--- src/design/uefc_pkg.sv ---
// constants and carriers for the uart enhanced feature control block
// ============================================================
// Notes on behaviour
// - send-immediately moves one byte, then self-clears
// - direction output polarity follows invert bit
// - error interrupt at holding register or fifo entry
// - clear mode 0: read, resume or next char clears
// - clear mode 1: only status read clears flags
// - divisor is high:low plus fraction over sixteen
// - separate tx/rx sets; fraction needs enhanced enable
// - sampling 16x, 8x, or 4x when upper bit set
// - independent bit selects shared or separate generators
// - select bit steers divisor writes to tx or rx
// - shared with select set: divisor writes ignored
// - level count shows rx or tx fifo count
// - swap: scratchpad reads count, writes mode select
// - level count readable when line control is 0xBF
// - receive inversion flips encoded ir input idle
// - auto direction off: interrupt on holding empty
// - direction rises bit after last stop, falls on load
// - auto direction on: interrupt waits for shifter empty
// - dual flow characters matched as two-char sequence
// - enhanced enable gates and latches fraction control bits
package uefc_pkg;
  // ============================================================
  // register addresses (3-bit parallel bus)
  localparam logic [2:0] ADDR_DIV_LOW  = 3'h0;
  localparam logic [2:0] ADDR_DIV_HIGH = 3'h1;
  localparam logic [2:0] ADDR_DIV_FRAC = 3'h2;
  localparam logic [2:0] ADDR_FEATURE  = 3'h1;
  localparam logic [2:0] ADDR_ENH_FEAT = 3'h2;
  localparam logic [2:0] ADDR_LINE_CTL = 3'h3;
  localparam logic [2:0] ADDR_SCRATCH  = 3'h7;
  localparam logic [7:0] LCR_ENH_KEY   = 8'hBF;
  // ============================================================
  // field positions
  localparam int EMS_SEND_NOW  = 2;
  localparam int EMS_DIR_INV   = 3;
  localparam int EMS_LSR_IMM   = 6;
  localparam int EMS_CLR_MODE  = 7;
  localparam int FCT_IR_INV    = 2;
  localparam int FCT_AUTO_DIR  = 3;
  localparam int FCT_SWAP      = 6;
  localparam int FCT_CNT_TX    = 7;
  localparam int EFR_ENH_EN    = 4;
  localparam int DLD_INDEP     = 6;
  localparam int DLD_SEL_RX    = 7;
  localparam int LCR_DLAB      = 7;
  // ============================================================
  // reset values
  localparam logic [7:0] RST_SCRATCH = 8'hFF;
  localparam logic [7:0] RST_ZERO    = 8'h00;
  localparam logic [7:0] RST_DIV_LOW = 8'h01;
  localparam logic [5:0] RST_BIT_CNT = 6'h00;
  // ============================================================
  // sampling rates (clocks per bit)
  localparam logic [4:0] SAMP_16X = 5'h10;
  localparam logic [4:0] SAMP_8X  = 5'h08;
  localparam logic [4:0] SAMP_4X  = 5'h04;

  // one baud generator setting
  typedef struct packed {
    logic [7:0] div_high;
    logic [7:0] div_low;
    logic [5:0] frac;
  } uefc_brg_s;

  // events from the core transmitter and receiver
  typedef struct packed {
    logic rx_err_fifo;
    logic rx_err_head;
    logic rx_char;
    logic rx_resume;
    logic rx_pause;
    logic rx_special;
    logic tx_load;
    logic thr_empty;
    logic tsr_empty;
    logic bit_tick;
  } uefc_evt_s;

  typedef enum logic [1:0] {
    DIR_RX   = 2'b00,
    DIR_TX   = 2'b01,
    DIR_HOLD = 2'b10
  } uefc_dir_e;
endpackage

--- src/design/uefc_top.sv ---
// enhanced feature control logic of the fifo uart
`timescale 1ns/1ps
`default_nettype none
module uefc_top
  import uefc_pkg::*;
(
  // clock and reset
  input  wire logic       mclk_i,
  input  wire logic       rstn_i,
  // host parallel bus
  input  wire logic [2:0] addr_i,
  input  wire logic [7:0] wdata_i,
  input  wire logic       wr_i,
  input  wire logic       rd_i,
  input  wire logic       isr_rd_i,
  output logic      [7:0] rdata_o,
  // core status
  input  wire uefc_evt_s  evt_i,
  input  wire logic       fifo_en_i,
  input  wire logic [5:0] rx_count_i,
  input  wire logic [5:0] tx_count_i,
  input  wire logic       rx_pin_i,
  input  wire logic       rx_second_i,
  // outputs to core and line
  output uefc_brg_s       tx_brg_o,
  output uefc_brg_s       rx_brg_o,
  output logic [4:0]      tx_samp_o,
  output logic [4:0]      rx_samp_o,
  output logic            send_now_o,
  output logic            ir_rx_o,
  output logic            dir_n_o,
  output logic            tx_irq_o,
  output logic            lsr_irq_o,
  output logic            pause_irq_o,
  output logic            resume_irq_o,
  output logic            special_irq_o,
  output logic            seq_pause_o,
  output logic            seq_resume_o
);

  // sampling field decode, shared by both generators
  function automatic logic [4:0] samp_of(input logic [5:0] f);
    // upper bit alone picks 4x, the lower bit is then ignored
    if (f[5]) begin
      samp_of = SAMP_4X;
    end else if (f[4]) begin
      samp_of = SAMP_8X;
    end else begin
      samp_of = SAMP_16X;
    end
  endfunction

  // ============================================================
  // register state
  logic [7:0] line_ctl, scratch, ems, fct, enhanced_feature, dld_ctl;
  logic [7:0] next_line_ctl, next_scratch, next_ems, next_fct, next_efr, next_dld_ctl;
  uefc_brg_s  tx_brg, rx_brg, next_tx_brg, next_rx_brg;
  logic       dlab, enh_key, enh_en;
  logic       send_armed, next_send_armed;

  // the unlock value outranks the divisor latch bit it also contains
  assign dlab    = line_ctl[LCR_DLAB];
  assign enh_key = (line_ctl == LCR_ENH_KEY);
  assign enh_en  = enhanced_feature[EFR_ENH_EN];

  // register writes; fraction control bits hold while enable is low
  always_comb begin
    logic wsel_tx, wsel_rx;
    wsel_tx = 1'b0;
    wsel_rx = 1'b0;
    next_line_ctl = line_ctl;
    next_scratch  = scratch;
    next_ems      = ems;
    next_fct      = fct;
    next_efr      = enhanced_feature;
    next_dld_ctl  = dld_ctl;
    next_tx_brg   = tx_brg;
    next_rx_brg   = rx_brg;
    // generator steering on the current select bits; a fraction
    // write therefore never redirects itself, only later writes
    if (!dld_ctl[DLD_INDEP]) begin
      wsel_tx = !dld_ctl[DLD_SEL_RX];
      wsel_rx = !dld_ctl[DLD_SEL_RX];
    end else begin
      wsel_tx = !dld_ctl[DLD_SEL_RX];
      wsel_rx = dld_ctl[DLD_SEL_RX];
    end
    // self-clear once the immediate byte left the shifter; the core
    // reports empty only when holding and shift side are both idle,
    // so the bit cannot drop between the load and the first shift
    if (ems[EMS_SEND_NOW] && evt_i.tsr_empty && evt_i.tx_load == 1'b0 && send_armed) begin
      next_ems[EMS_SEND_NOW] = 1'b0;
    end
    if (wr_i) begin
      if (addr_i == ADDR_LINE_CTL) begin
        next_line_ctl = wdata_i;
      end else if (addr_i == ADDR_SCRATCH) begin
        if (fct[FCT_SWAP]) begin
          next_ems = wdata_i;
        end else begin
          next_scratch = wdata_i;
        end
      end else if (enh_key && addr_i == ADDR_ENH_FEAT) begin
        next_efr = wdata_i; // flow selection bits stored as written
      end else if (enh_key && addr_i == ADDR_FEATURE) begin
        next_fct = wdata_i;
      end else if (dlab && !enh_key && addr_i == ADDR_DIV_LOW) begin
        if (wsel_tx) next_tx_brg.div_low = wdata_i;
        if (wsel_rx) next_rx_brg.div_low = wdata_i;
      end else if (dlab && !enh_key && addr_i == ADDR_DIV_HIGH) begin
        if (wsel_tx) next_tx_brg.div_high = wdata_i;
        if (wsel_rx) next_rx_brg.div_high = wdata_i;
      end else if (dlab && !enh_key && addr_i == ADDR_DIV_FRAC && enh_en) begin
        next_dld_ctl = wdata_i;
        if (wsel_tx) next_tx_brg.frac = wdata_i[5:0];
        if (wsel_rx) next_rx_brg.frac = wdata_i[5:0];
      end
    end
  end

  always_ff @(posedge mclk_i) begin
    if (!rstn_i) begin
      line_ctl <= RST_ZERO;
      scratch  <= RST_SCRATCH;
      ems      <= RST_ZERO;
      fct      <= RST_ZERO;
      enhanced_feature      <= RST_ZERO;
      dld_ctl  <= RST_ZERO;
      tx_brg   <= '{div_high: RST_ZERO, div_low: RST_DIV_LOW, frac: 6'h00};
      rx_brg   <= '{div_high: RST_ZERO, div_low: RST_DIV_LOW, frac: 6'h00};
    end else begin
      line_ctl <= next_line_ctl;
      scratch  <= next_scratch;
      ems      <= next_ems;
      fct      <= next_fct;
      enhanced_feature      <= next_efr;
      dld_ctl  <= next_dld_ctl;
      tx_brg   <= next_tx_brg;
      rx_brg   <= next_rx_brg;
    end
  end

  // ============================================================
  // send-immediately tracking: armed once the byte is loaded
  // disarming with the fifo off keeps a stale arm from clearing a later set
  always_comb begin
    next_send_armed = send_armed;
    if (!ems[EMS_SEND_NOW] || !fifo_en_i) begin
      next_send_armed = 1'b0;
    end else if (evt_i.tx_load) begin
      next_send_armed = 1'b1;
    end
  end

  // ============================================================
  // read path; count location wins over scratchpad when swapped
  // unmapped reads return zero so no stale byte lingers on the bus
  logic [7:0] next_rdata, level;
  assign level = fct[FCT_CNT_TX] ? {2'b00, tx_count_i} : {2'b00, rx_count_i};
  always_comb begin
    next_rdata = RST_ZERO;
    if (rd_i) begin
      unique case (addr_i)
        ADDR_SCRATCH: next_rdata = (fct[FCT_SWAP] || enh_key) ? level : scratch;
        ADDR_LINE_CTL: next_rdata = line_ctl;
        ADDR_DIV_LOW: next_rdata = dlab ? (dld_ctl[DLD_SEL_RX] ? rx_brg.div_low : tx_brg.div_low) : RST_ZERO;
        ADDR_DIV_HIGH: next_rdata = enh_key ? fct
                                  : (dld_ctl[DLD_SEL_RX] ? rx_brg.div_high : tx_brg.div_high);
        ADDR_DIV_FRAC: next_rdata = enh_key ? enhanced_feature : dld_ctl;
        default: next_rdata = RST_ZERO;
      endcase
    end
  end

  // ============================================================
  // interrupt flag management
  logic lsr_f, pause_f, resume_f, special_f;
  logic next_lsr_f, next_pause_f, next_resume_f, next_special_f;
  always_comb begin
    logic err_ev, clr_mode0;
    // immediate mode fires at fifo entry, delayed at holding register
    err_ev    = ems[EMS_LSR_IMM] ? evt_i.rx_err_fifo : evt_i.rx_err_head;
    clr_mode0 = !ems[EMS_CLR_MODE];
    next_lsr_f = lsr_f;
    next_pause_f = pause_f;
    next_resume_f = resume_f;
    next_special_f = special_f;
    if (isr_rd_i) begin
      next_lsr_f = 1'b0;
      next_pause_f = 1'b0;
      next_resume_f = 1'b0;
      next_special_f = 1'b0;
    end
    // mode 1 keeps pause and special until the status read
    if (clr_mode0 && evt_i.rx_resume) next_pause_f = 1'b0;
    if (clr_mode0 && evt_i.rx_char) next_special_f = 1'b0;
    // sets win over any clear in the same cycle
    if (err_ev) next_lsr_f = 1'b1;
    if (evt_i.rx_pause) next_pause_f = 1'b1;
    if (evt_i.rx_resume) next_resume_f = 1'b1;
    if (evt_i.rx_special) next_special_f = 1'b1;
  end

  // ============================================================
  // dual character sequence matcher
  // a first half not followed at once by its partner is dropped
  logic pause_half, resume_half, next_pause_half, next_resume_half;
  logic next_seq_pause, next_seq_resume;
  always_comb begin
    next_pause_half  = pause_half;
    next_resume_half = resume_half;
    next_seq_pause   = 1'b0;
    next_seq_resume  = 1'b0;
    if (evt_i.rx_char) begin
      next_seq_pause  = pause_half && evt_i.rx_pause && rx_second_i;
      next_seq_resume = resume_half && evt_i.rx_resume && rx_second_i;
      next_pause_half  = evt_i.rx_pause && !rx_second_i;
      next_resume_half = evt_i.rx_resume && !rx_second_i;
    end
  end

  // ============================================================
  // direction control and transmit interrupt
  uefc_dir_e dir_st, next_dir_st;
  logic      tx_irq_n, next_dir_n;
  always_comb begin
    next_dir_st = dir_st;
    unique case (dir_st)
      DIR_RX:   if (evt_i.tx_load) next_dir_st = DIR_TX;
      DIR_TX:   if (evt_i.tsr_empty) next_dir_st = DIR_HOLD;
      DIR_HOLD: begin
        // a new byte cancels the turnaround before it happens
        if (evt_i.tx_load) begin
          next_dir_st = DIR_TX;
        end else if (evt_i.bit_tick) begin
          next_dir_st = DIR_RX;
        end
      end
      default:  next_dir_st = DIR_RX;
    endcase
    if (!fct[FCT_AUTO_DIR]) next_dir_st = DIR_RX;
    tx_irq_n = fct[FCT_AUTO_DIR] ? evt_i.tsr_empty : evt_i.thr_empty;
    // transmit and turnaround drive low unless the polarity is inverted
    if (next_dir_st != DIR_RX) begin
      next_dir_n = ems[EMS_DIR_INV];
    end else begin
      next_dir_n = !ems[EMS_DIR_INV];
    end
  end

  always_ff @(posedge mclk_i) begin
    if (!rstn_i) begin
      send_armed    <= 1'b0;
      rdata_o       <= RST_ZERO;
      lsr_f         <= 1'b0;
      pause_f       <= 1'b0;
      resume_f      <= 1'b0;
      special_f     <= 1'b0;
      pause_half    <= 1'b0;
      resume_half   <= 1'b0;
      seq_pause_o   <= 1'b0;
      seq_resume_o  <= 1'b0;
      dir_st        <= DIR_RX;
      dir_n_o       <= 1'b1;
      tx_irq_o      <= 1'b0;
      ir_rx_o       <= 1'b0;
      tx_brg_o      <= '0;
      rx_brg_o      <= '0;
      tx_samp_o     <= SAMP_16X;
      rx_samp_o     <= SAMP_16X;
      send_now_o    <= 1'b0;
    end else begin
      send_armed    <= next_send_armed;
      rdata_o       <= next_rdata;
      lsr_f         <= next_lsr_f;
      pause_f       <= next_pause_f;
      resume_f      <= next_resume_f;
      special_f     <= next_special_f;
      pause_half    <= next_pause_half;
      resume_half   <= next_resume_half;
      seq_pause_o   <= next_seq_pause;
      seq_resume_o  <= next_seq_resume;
      dir_st        <= next_dir_st;
      // low level = transmit when not inverted
      dir_n_o       <= next_dir_n;
      tx_irq_o      <= tx_irq_n;
      ir_rx_o       <= rx_pin_i ^ fct[FCT_IR_INV];
      tx_brg_o      <= next_tx_brg;
      rx_brg_o      <= next_rx_brg;
      tx_samp_o     <= samp_of(next_tx_brg.frac);
      rx_samp_o     <= samp_of(next_rx_brg.frac);
      send_now_o    <= next_ems[EMS_SEND_NOW] && fifo_en_i;
    end
  end

  // flags drive the outputs directly from their flops
  // levels, not pulses: a flag stays until its clear arrives
  assign lsr_irq_o     = lsr_f;
  assign pause_irq_o   = pause_f;
  assign resume_irq_o  = resume_f;
  assign special_irq_o = special_f;

endmodule // uefc_top
`default_nettype wire

--- config.mk ---
export PLATFORM = sky130hd
export DESIGN_NAME = uefc_top
export DESIGN_NICKNAME = d
export VERILOG_FILES = /design/src/design/uefc_pkg.sv /design/src/design/uefc_top.sv
export SDC_FILE = /design/constraint.sdc
export NUM_CORES = 1
export LEC_CHECK = 0
export BUFFER_PORTS_ARGS = -buffer_cell sky130_fd_sc_hd__clkbuf_2
export CORE_ASPECT_RATIO = 0.7
export CORE_MARGIN = 8
export CORE_UTILIZATION = 49
export CTS_CLUSTER_SIZE = 30
export DETAILED_ROUTE_END_ITERATION = 10
export MAX_ROUTING_LAYER = met4
export PLACE_DENSITY = 0.81
export SYNTH_ARGS = -nofsm -noshare
export SYNTH_HDL_FRONTEND = slang
export SYNTH_SLANG_ARGS = --single-unit
--- constraint.sdc ---
create_clock -name mclk_i -period 2.15 [get_ports mclk_i]
set_clock_uncertainty 0.05 [all_clocks]
set_input_delay 0.215 -clock mclk_i [delete_from_list [all_inputs] [get_ports mclk_i]]
set_output_delay 0.215 -clock mclk_i [all_outputs]
set_load 0.05 [all_outputs]
==> results of run 1 <==
## metrics by stage
step                area (sq um)  total power, uW
finish                      6390             5390
global route                6390             5540
CTS                         6390             5400
detailed placement          5730             2540
global placement            5730             2530
floorplan                   5270             2420
## worst reg2reg max path: stages, from the launching register on
cell and delay [ps]:
dfxtp_1 430, or4b_1 530, or4b_4 660, mux2i_1 250
nand2_1 90
## sequential cells by signal, summed over array words and instances (netlist names), 2 cells and up
name              cells
rx_brg_o             14
ems                   4
rdata_o               8
tx_brg                8
tx_brg_o             14
fct                   8
enhanced_feature      8
dld_ctl               8
rx_samp_o             3
tx_samp_o             3
line_ctl              8
scratch               8
dir_st                2
rx_brg                8
## synth_stat cells, drive strengths merged (6+ instances only)
cell	n
o221ai	10
and3	10
a21oi	34
nor2	85
nand2	59
a22o	8
o21ai	14
clkbuf	25
inv	6
nand3	16
dfxtp	117
mux2i	84
buf	57
## cell type report
| cell class | count | area share |
|---|---|---|
| multi-input combinational | 380 | 0.376 |
| sequential | 117 | 0.367 |
| timing repair buffer | 142 | 0.133 |
| clock buffer | 21 | 0.0721 |
| tap | 132 | 0.0258 |
| clock inverter | 11 | 0.0235 |
| inverter | 6 | 0.00352 |
## routing by layer
metal	part of all wire	vias up
met4	0.013	0
li1	-	2130
met1	0.48	2137
met3	0.083	22
met2	0.43	185
met5	0	-
## cells by family after synthesis
logic type | synth area share
xor+xnor | 0.00500
mux | 0.160
compound gates | 0.105
flops | 0.445
other cells | 0.000713
buf+inv | 0.100
simple gates | 0.183
## report_power, final
group / switching [uW] / internal (uW) / total, uW / leakage, uW
clock network: 1000 / 1890 / 2890 / 0.000294
logic: 211 / 87.7 / 299 / 0.00167
registers: 12.8 / 2190 / 2200 / 0.000946
total: 1220 / 4170 / 5390 / 0.00291
## path summary, 6_finish.rpt
kind	startpoint	to	slack, ps	depth (start not counted)
max	line_ctl[7]	rx_brg[6]	20	4
min reg2reg	lsr_irq_o	lsr_irq_o	410	2
min	evt_i[6]	resume_irq_o	30	3
max reg2reg	line_ctl[7]	rx_brg[6]	20	4
## what timing repair did
action                                 in CTS  in global routing
buffers inserted                            0                  0
hold buffers                                5                  0
gates resized for setup                     0                  1
setup endpoints to repair                   0                  5
endpoints found under the hold margin       6                  0
==> summary.md, run 1 <==
| Metric | Value |
|---|---|
| Initial antenna violation count | `0` |
| Most frequent cells in the layout | `dfxtp_1, clkbuf_2, nor2_1` |
| Max Clock Freq | `0.470 GHz` |
| Met3 Track Usage GR | `0.0708` |
| Seq/Total Area, Yosys | `0.445` |
| Flops & latches, synth | `117` |
| Finished Layout Cells | `809` |
| Vias in the first global route | `4526` |
| Number of buffers created by CTS | `17` |
| Gate Count Post-Synth | `582` |
| Total Nets Final | `705` |
| CTS tree | `yes` |
| Critical path required time | `2380 ps` |
| Die Ht | `103 microns` |
| Slowest cell on crit path | `or4b_4` |
| First-pass GRT wire length | `24.2 mm` |
| GRT overflow | `0` |
| Library cells used by synthesis | `50` |
| Synth async-reset ratio | `0` |
| H-tree levels | `4` |
| Worst-case clock buffer depth | `2` |
| Io pins | `113` |
| Cell taking the most area after synthesis | `dfxtp_1` |
| Antenna Nets Post-Route | `0` |
| Total global-route track usage | `0.222` |
| Fin crit share | `0.989` |
| Dpl cells | `772` |
| # port buffers | `108` |
| VDD IR max | `0.000819 V` |
| Met1 Resource Use GR | `0.291` |
| Core area | `10400 sq um` |
| Routed WL per cell | `19.1 microns` |
| Largest net degree at the start of global routing | `84` |
| Filler Cell Count | `894` |
| CP max FO | `8` |
| Largest stage delay, worst path | `660 ps` |
| Clock-pin slew on the worst setup and hold paths | `60 ps` |
| Drt total wl | `15.4 mm` |
| Gr busiest metal | `met2` |
| Minimum hold slack | `29.7 ps` |
| Met2 Use GR | `0.322` |
| Max cap viols | `0` |
| # diodes | `0` |
| Worst setup SP type | `flip-flop` |
| Reg area | `2340 sq um` |
| Number of DRC markers in iteration 0 | `373` |
| Commonest non-fill, non-tap cell in the layout | `dfxtp_1` |
| Area of the multi-input gates | `2400 sq um` |
| Cell Chain, Critical Path | `or4b_1 -> or4b_4 -> mux2i_1 -> nand2_1` |
| Post-synth EDFFs | `0` |
| Post-route minimum period | `2130 ps` |
| Post-synth top area share | `0.445` |
| Dpl hpwl | `11.0 mm` |
| Crit path DAT | `2360 ps` |
| Worst Path Buf+Inv | `0` |
| Vias | `4474` |
| Slew Viols, Final | `0` |
| Power Density | `844 nW/um^2` |
| Relative slew margins | `0.485` |
| TritonRoute pass-1 iters | `4` |
| Final setup vio count | `0` |
| Final Util | `0.615` |
| Hold Violations, Final | `0` |
| Area delta synth->final | `21.5%` |
| Pleak | `0.00291 uW` |
| Place WS | `63.3 ps` |
| GPL Wtd Cong | `0.931` |
| Post-route DRC violation count | `0` |
| Outcome | `complete, no violations` |
| Mapped Area | `5260 sq um` |
| Crit path max-delay family | `simple AND/OR/NAND/NOR gates` |
| Chip width | `140 microns` |
| Vias per cell | `5.53` |
| Initial Utilization | `0.506` |
| # clock sinks | `117` |
| Row count | `31` |
| Slew @ Worst Pin | `767 ps` |
| Clk_lat worst skew | `410 ps` |
| Syn avg cell area | `9.04 sq um` |
| Sum Neg Setup Slack | `0 ps` |
| WS Path Type | `flip-flop to flip-flop` |
| Root buf cell | `clkbuf_16` |
| Fin worst setup slack | `23.2 ps` |
| Synthesis Warnings | `0` |
| Dominant synthesized flop cell | `dfxtp_1` |
| Hold WC Path Type | `primary input to flip-flop` |
| Unrepaired setup endpoints after global routing | `false` |
| CP endpoint kind | `flip-flop` |
| Synth area leaders | `dfxtp_1, mux2i_1, buf_4, nor2_1, nand2_1` |
| Die footprint | `14400 sq um` |
| Layout cells sized above 1 | `0.260` |
Note: power is estimated with default switching activity, not from simulation.
==> run 2: changes to the inputs <==
CORE_UTILIZATION = 59   (was 49)
PLACE_DENSITY = 0.9   (was 0.81)
clock period = 2.7 ns   (was 2.15 ns; I/O delays follow)
==> summary.md, run 2 (same netlist as run 1, synthesis figures left out) <==
| Metric | Value |
|---|---|
| Outcome | `complete, no violations (unchanged)` |
| Biggest regs | `rx_brg_o (14), tx_brg_o (14) (unchanged)` |
| Total Nets Final | `683 (was 705)` |
| Number of buffers created by CTS | `17 (unchanged)` |
| Crit path DAT | `2520 ps (was 2360 ps)` |
| CP endpoint kind | `flip-flop (unchanged)` |
| Reported net switching power | `944 uW (was 1220 uW)` |
| Worst setup SP type | `flip-flop (unchanged)` |
| First-pass GRT wire length | `23.5 mm (was 24.2 mm)` |
| Fin crit share | `0.849 (was 0.989)` |
| Io pins | `113 (unchanged)` |
| Drt total wl | `15.4 mm (about the same)` |
| Initial antenna violation count | `0 (unchanged)` |
| Largest net degree at the start of global routing | `41 (was 84)` |
| CP startpoint | `line_ctl[7] (unchanged)` |
| Final Util | `0.719 (was 0.615)` |
| Gates resized, CTS repair | `0 (unchanged)` |
| GRT overflow | `0 (unchanged)` |
| Dpl hpwl | `10.8 mm (was 11.0 mm)` |
| # diodes | `0 (unchanged)` |
| Dpl cells | `743 (was 772)` |
| Register-to-register setup slack | `410 ps (was 20 ps)` |
| H-tree levels | `4 (unchanged)` |
| Vias per cell | `5.93 (was 5.53)` |
| # clock sinks | `117 (unchanged)` |
| Hold WC Path Type | `primary input to flip-flop (unchanged)` |
| Chip width | `129 microns (was 140 microns)` |
| Area delta synth->final | `16.8% (was 21.5%)` |
| Number of DRC markers in iteration 0 | `422 (was 373)` |
| CTS tree | `yes (unchanged)` |
| Sw frac | `0.225 (was 0.227)` |
| Logic pwr share | `0.053 (was 0.055)` |
| Commonest non-fill, non-tap cell in the layout | `dfxtp_1 (unchanged)` |
| Slew @ Worst Pin | `651 ps (was 767 ps)` |
| Initial Utilization | `0.615 (was 0.506)` |
| Worst setup endpoint | `enhanced_feature[5] (was rx_brg[6])` |
| Clock-pin slew on the worst setup and hold paths | `50 ps (was 60 ps)` |
| Root buf cell | `clkbuf_16 (unchanged)` |
| Critical path required time | `2930 ps (was 2380 ps)` |
| Row count | `28 (was 31)` |
| Max Clock Freq | `0.436 GHz (was 0.470 GHz)` |
| Routed WL per cell | `19.9 microns (was 19.1 microns)` |
| Layout cells sized above 1 | `0.243 (was 0.260)` |
| Hold Violations, Final | `0 (unchanged)` |
| FF-to-FF Start | `line_ctl[7] (unchanged)` |
| Relative slew margins | `0.566 (was 0.485)` |
| Finished Layout Cells | `774 (was 809)` |
| WS Path Type | `flip-flop to flip-flop (unchanged)` |
| Post-route DRC violation count | `0 (unchanged)` |
| Core area | `8550 sq um (was 10400 sq um)` |
| Max cap viols | `0 (unchanged)` |
| TritonRoute pass-1 iters | `5 (was 4)` |
| Unrepaired setup endpoints after global routing | `false (unchanged)` |
| Slew Viols, Final | `0 (unchanged)` |
| Pleak | `0.00279 uW (was 0.00291 uW)` |
| R2R Path End | `enhanced_feature[5] (was rx_brg[6])` |
| Power share of the clock group | `0.527 (was 0.536)` |
| Antenna Nets Post-Route | `0 (unchanged)` |
| Sum Neg Setup Slack | `0 ps (unchanged)` |
| Vias | `4588 (was 4474)` |
| Seq pwr share | `0.419 (was 0.409)` |
| GPL Wtd Cong | `0.938 (was 0.931)` |
| Vias in the first global route | `4368 (was 4526)` |
| Final setup vio count | `0 (unchanged)` |
| Total global-route track usage | `0.259 (was 0.222)` |
| Worst-case clock buffer depth | `2 (unchanged)` |
| Post-route minimum period | `2290 ps (was 2130 ps)` |
| Reg2Reg Depth | `5 (was 4)` |
| VDD IR max | `0.000584 V (was 0.000819 V)` |
| Hold buffers post-CTS | `0 (was 5)` |
| CP max FO | `9 (was 8)` |
| Die footprint | `12200 sq um (was 14400 sq um)` |
| Die Ht | `95.0 microns (was 103 microns)` |
| Post-CTS Setup Inserts | `0 (unchanged)` |
| Most frequent cells in the layout | `dfxtp_1, clkbuf_2, nor2_1 (unchanged)` |
| Clk_lat worst skew | `410 ps (about the same)` |
| Power Density | `682 nW/um^2 (was 844 nW/um^2)` |
| P_int | `3250 uW (was 4170 uW)` |
| # port buffers | `108 (unchanged)` |
==> run 2: how the worst min path moves through the flow <==
stage	cells past startpoint	start	endpoint	slack (ps)
floorplan	2	evt_i[6]	resume_irq_o	340
CTS	3	evt_i[4]	special_irq_o	30
global placement	2	lsr_irq_o	lsr_irq_o	390
finish	3	evt_i[4]	special_irq_o	30
global route	2	fifo_en_i	send_armed	60
detailed placement	2	pause_half	pause_half	410
==> run 2: final cells by class <==
class | count | area (sq um)
inverters | 6 | 22.5
repair buffers | 120 | 643
clock inverters | 9 | 101
clock buffers | 22 | 484
fillers | 675 | 2400
well taps | 120 | 150
multi-input cells | 380 | 2400
flip-flops and latches | 117 | 2340
==> run 2: critical path, cell delays in order, from the launching register on <==
cell	delay [ps]
dfxtp_1	470
nand4_1	270
or2_1	450
nor3_4	590
mux2i_1	270
nor2_1	60
==> run 2: power by group through the flow <==
stage | clock (uW) | combinational, uW | sequential (uW)
floorplan | 0 | 108 | 1820
global placement | 0 | 212 | 1790
detailed placement | 0 | 217 | 1790
CTS | 2220 | 219 | 1760
global route | 2290 | 235 | 1760
finish | 2210 | 224 | 1760
==> run 2: stage by stage <==
stage                     hold slack, ps  power, uW  setup WS [ps]  cell area (sq um)
after floorplan                      337       1930            649               5270
after global placement               392       2000            502               5560
after detailed placement             413       2010            444               5560
after CTS                           34.2       4200            473               6140
after global routing                63.8       4290            332               6140
final                               33.3       4190            407               6140
==> run 2: layer usage <==
layer	up-vias	wire, microns	track usage
li1	2086	-	-
met1	2208	6850	0.344
met2	268	6650	0.371
met3	26	1610	0.0709
met4	0	272	0.0847
met5	-	0	-
==> run 3: changes to the inputs <==
CORE_UTILIZATION = 49   (was 59)
PLACE_DENSITY = 0.81   (was 0.9)
clock period = 1.9 ns   (was 2.7 ns; I/O delays follow)
==> summary.md, run 3 (same netlist as run 1, synthesis figures left out) <==
| Metric | Value |
|---|---|
| Row count | `31 (was 28)` |
| Vias per cell | `5.52 (was 5.93)` |
| TritonRoute pass-1 iters | `7 (was 5)` |
| Outcome | `complete, but fails checks (was complete, no violations)` |
| GRT overflow | `0 (unchanged)` |
| Worst Path Buf+Inv | `0 (unchanged)` |
| # port buffers | `108 (unchanged)` |
| Area delta synth->final | `26.0% (was 16.8%)` |
| Routed WL per cell | `19.2 microns (was 19.9 microns)` |
| Slew @ Worst Pin | `699 ps (was 651 ps)` |
| Clock-pin slew on the worst setup and hold paths | `60 ps (was 50 ps)` |
| Clk_lat worst skew | `410 ps (about the same)` |
| Minimum hold slack | `25.9 ps (was 33.3 ps)` |
| CP startpoint | `line_ctl[7] (unchanged)` |
| WS Path Type | `flip-flop to flip-flop (unchanged)` |
| Place WS | `-60.1 ps (was 444 ps)` |
| # clock sinks | `117 (unchanged)` |
| Io pins | `113 (unchanged)` |
| Core area | `10400 sq um (was 8550 sq um)` |
| GPL Wtd Cong | `0.944 (was 0.938)` |
| Post-route minimum period | `1990 ps (was 2290 ps)` |
| First-pass GRT wire length | `25.0 mm (was 23.5 mm)` |
| Final setup vio count | `14 (was 0)` |
| Total global-route track usage | `0.229 (was 0.259)` |
| Pleak | `0.00302 uW (was 0.00279 uW)` |
| Crit path max-delay family | `simple AND/OR/NAND/NOR gates (unchanged)` |
| Fin worst setup slack | `-94.3 ps (was 407 ps)` |
| CTS tree | `yes (unchanged)` |
| Reg2Reg Depth | `4 (was 5)` |
| Hold EP | `lsr_irq_o (was special_irq_o)` |
| Register-to-register setup slack | `-90 ps (was 410 ps)` |
| Hold Startpoint | `evt_i[8] (was evt_i[4])` |
| Hold Violations, Final | `0 (unchanged)` |
| Largest net degree at the start of global routing | `58 (was 41)` |
| Root buf cell | `clkbuf_16 (unchanged)` |
| R2R Path End | `rx_brg[6] (was enhanced_feature[5])` |
| Initial antenna violation count | `0 (unchanged)` |
| Unrepaired setup endpoints after global routing | `true (was false)` |
| Slew Viols, Final | `0 (unchanged)` |
| Final Util | `0.637 (was 0.719)` |
| Slowest cell on crit path | `or4b_4 (was nor3_4)` |
| Die Ht | `103 microns (was 95.0 microns)` |
| Most Frequent Cell on Critical Path | `or4b_4` |
| # diodes | `0 (unchanged)` |
| Chip width | `140 microns (was 129 microns)` |
| Layout cells sized above 1 | `0.299 (was 0.243)` |
| Relative slew margins | `0.530 (was 0.566)` |
| Placement Cell Area | `5830 sq um (was 5560 sq um)` |
| Crit path DAT | `2240 ps (was 2520 ps)` |
| Antenna Nets Post-Route | `0 (unchanged)` |
| CP endpoint kind | `flip-flop (unchanged)` |
| Hold Path Cell Cnt | `3 (unchanged)` |
| Post-route DRC violation count | `0 (unchanged)` |
| Most frequent cells in the layout | `dfxtp_1, clkbuf_2, nor2_1 (unchanged)` |
| Vias in the first global route | `4640 (was 4368)` |
| Critical path required time | `2140 ps (was 2930 ps)` |
| Number of DRC markers in iteration 0 | `334 (was 422)` |
| Hold WC Path Type | `primary input to flip-flop (unchanged)` |
| Failing checks | `setup timing` |
| Largest stage delay, worst path | `680 ps (was 590 ps)` |
| FF-to-FF Start | `line_ctl[7] (unchanged)` |
| Dpl cells | `785 (was 743)` |
| Total Nets Final | `723 (was 683)` |
| Worst setup SP type | `flip-flop (unchanged)` |
| H-tree levels | `4 (unchanged)` |
| Fin crit share | `1.05 (was 0.849)` |
| Dpl hpwl | `11.4 mm (was 10.8 mm)` |
| CP max FO | `8 (was 9)` |
| Number of buffers created by CTS | `17 (unchanged)` |
| Worst-case clock buffer depth | `2 (unchanged)` |
| Power Density | `976 nW/um^2 (was 682 nW/um^2)` |
| Max cap viols | `0 (unchanged)` |
| Max Clock Freq | `0.501 GHz (was 0.436 GHz)` |
| Biggest regs | `rx_brg_o (14), tx_brg_o (14) (unchanged)` |
| Filler Cell Count | `862 (was 675)` |
| Drt total wl | `15.9 mm (was 15.4 mm)` |
| Die footprint | `14400 sq um (was 12200 sq um)` |
| Cell Chain, Critical Path | `or4b_4 -> or4b_4 -> mux2i_2 -> nand2_1 (was nand4_1 -> or2_1 -> nor3_4 -> mux2i_1 -> nor2_1)` |
| Commonest non-fill, non-tap cell in the layout | `dfxtp_1 (unchanged)` |
| Finished Layout Cells | `827 (was 774)` |
| Design Area, Final | `6630 sq um (was 6140 sq um)` |
| VDD IR max | `0.000853 V (was 0.000584 V)` |
| Initial Utilization | `0.506 (was 0.615)` |
| Vias | `4565 (was 4588)` |
run 3: final cells by class:
type	instances	area (sq um)	share of cell area
multi-input combinational	380	2440	0.368
sequential	117	2350	0.354
timing repair buffer	160	991	0.150
clock buffer	18	429	0.0648
clock inverter	14	233	0.0351
tap	132	165	0.0249
inverter	6	22.5	0.00340
run 3: power breakdown:
group	internal (uW)	switching [uW]
Sequential	2480	13.3
Clock	2450	1160
Combinational	112	248
run 3: how the worst max path moves through the flow:
| stage | to | cells after the start |
|---|---|---|
| floorplan | rx_brg[6] | 6 |
| global placement | rx_brg[6] | 5 |
| detailed placement | rx_brg[6] | 5 |
| CTS | rx_brg[6] | 4 |
| global route | rx_brg[6] | 4 |
| finish | rx_brg[6] | 4 |
run 3: per-stage QoR:
step	total power, uW	TNS [ps]
after global routing	6610	-1000
after global placement	2880	-88.4
after CTS	6460	-46.8
final	6470	-378
after detailed placement	2880	-147
after floorplan	2740	-544
run 3: layer usage:
metal,GRT usage,share of wire,vias up
met5,-,0,-
met4,0.0640,0.016,0
met3,0.0689,0.092,25
met2,0.350,0.44,219
met1,0.291,0.45,2158
li1,-,-,2163
run 3: worst reg2reg max path: stages (launching register included):
cell     delay (ps)
dfxtp_2         330
or4b_4          500
or4b_4          680
mux2i_2         260
nand2_1          70
run 3: what timing repair did:
item | CTS | global route
resized for setup | 3 | 14
pin swaps | 1 | 9
hold endpoints to repair | 7 | 0
hold buffers | 6 | 0
buffers inserted | 2 | 2
setup endpoints to repair | 17 | 50
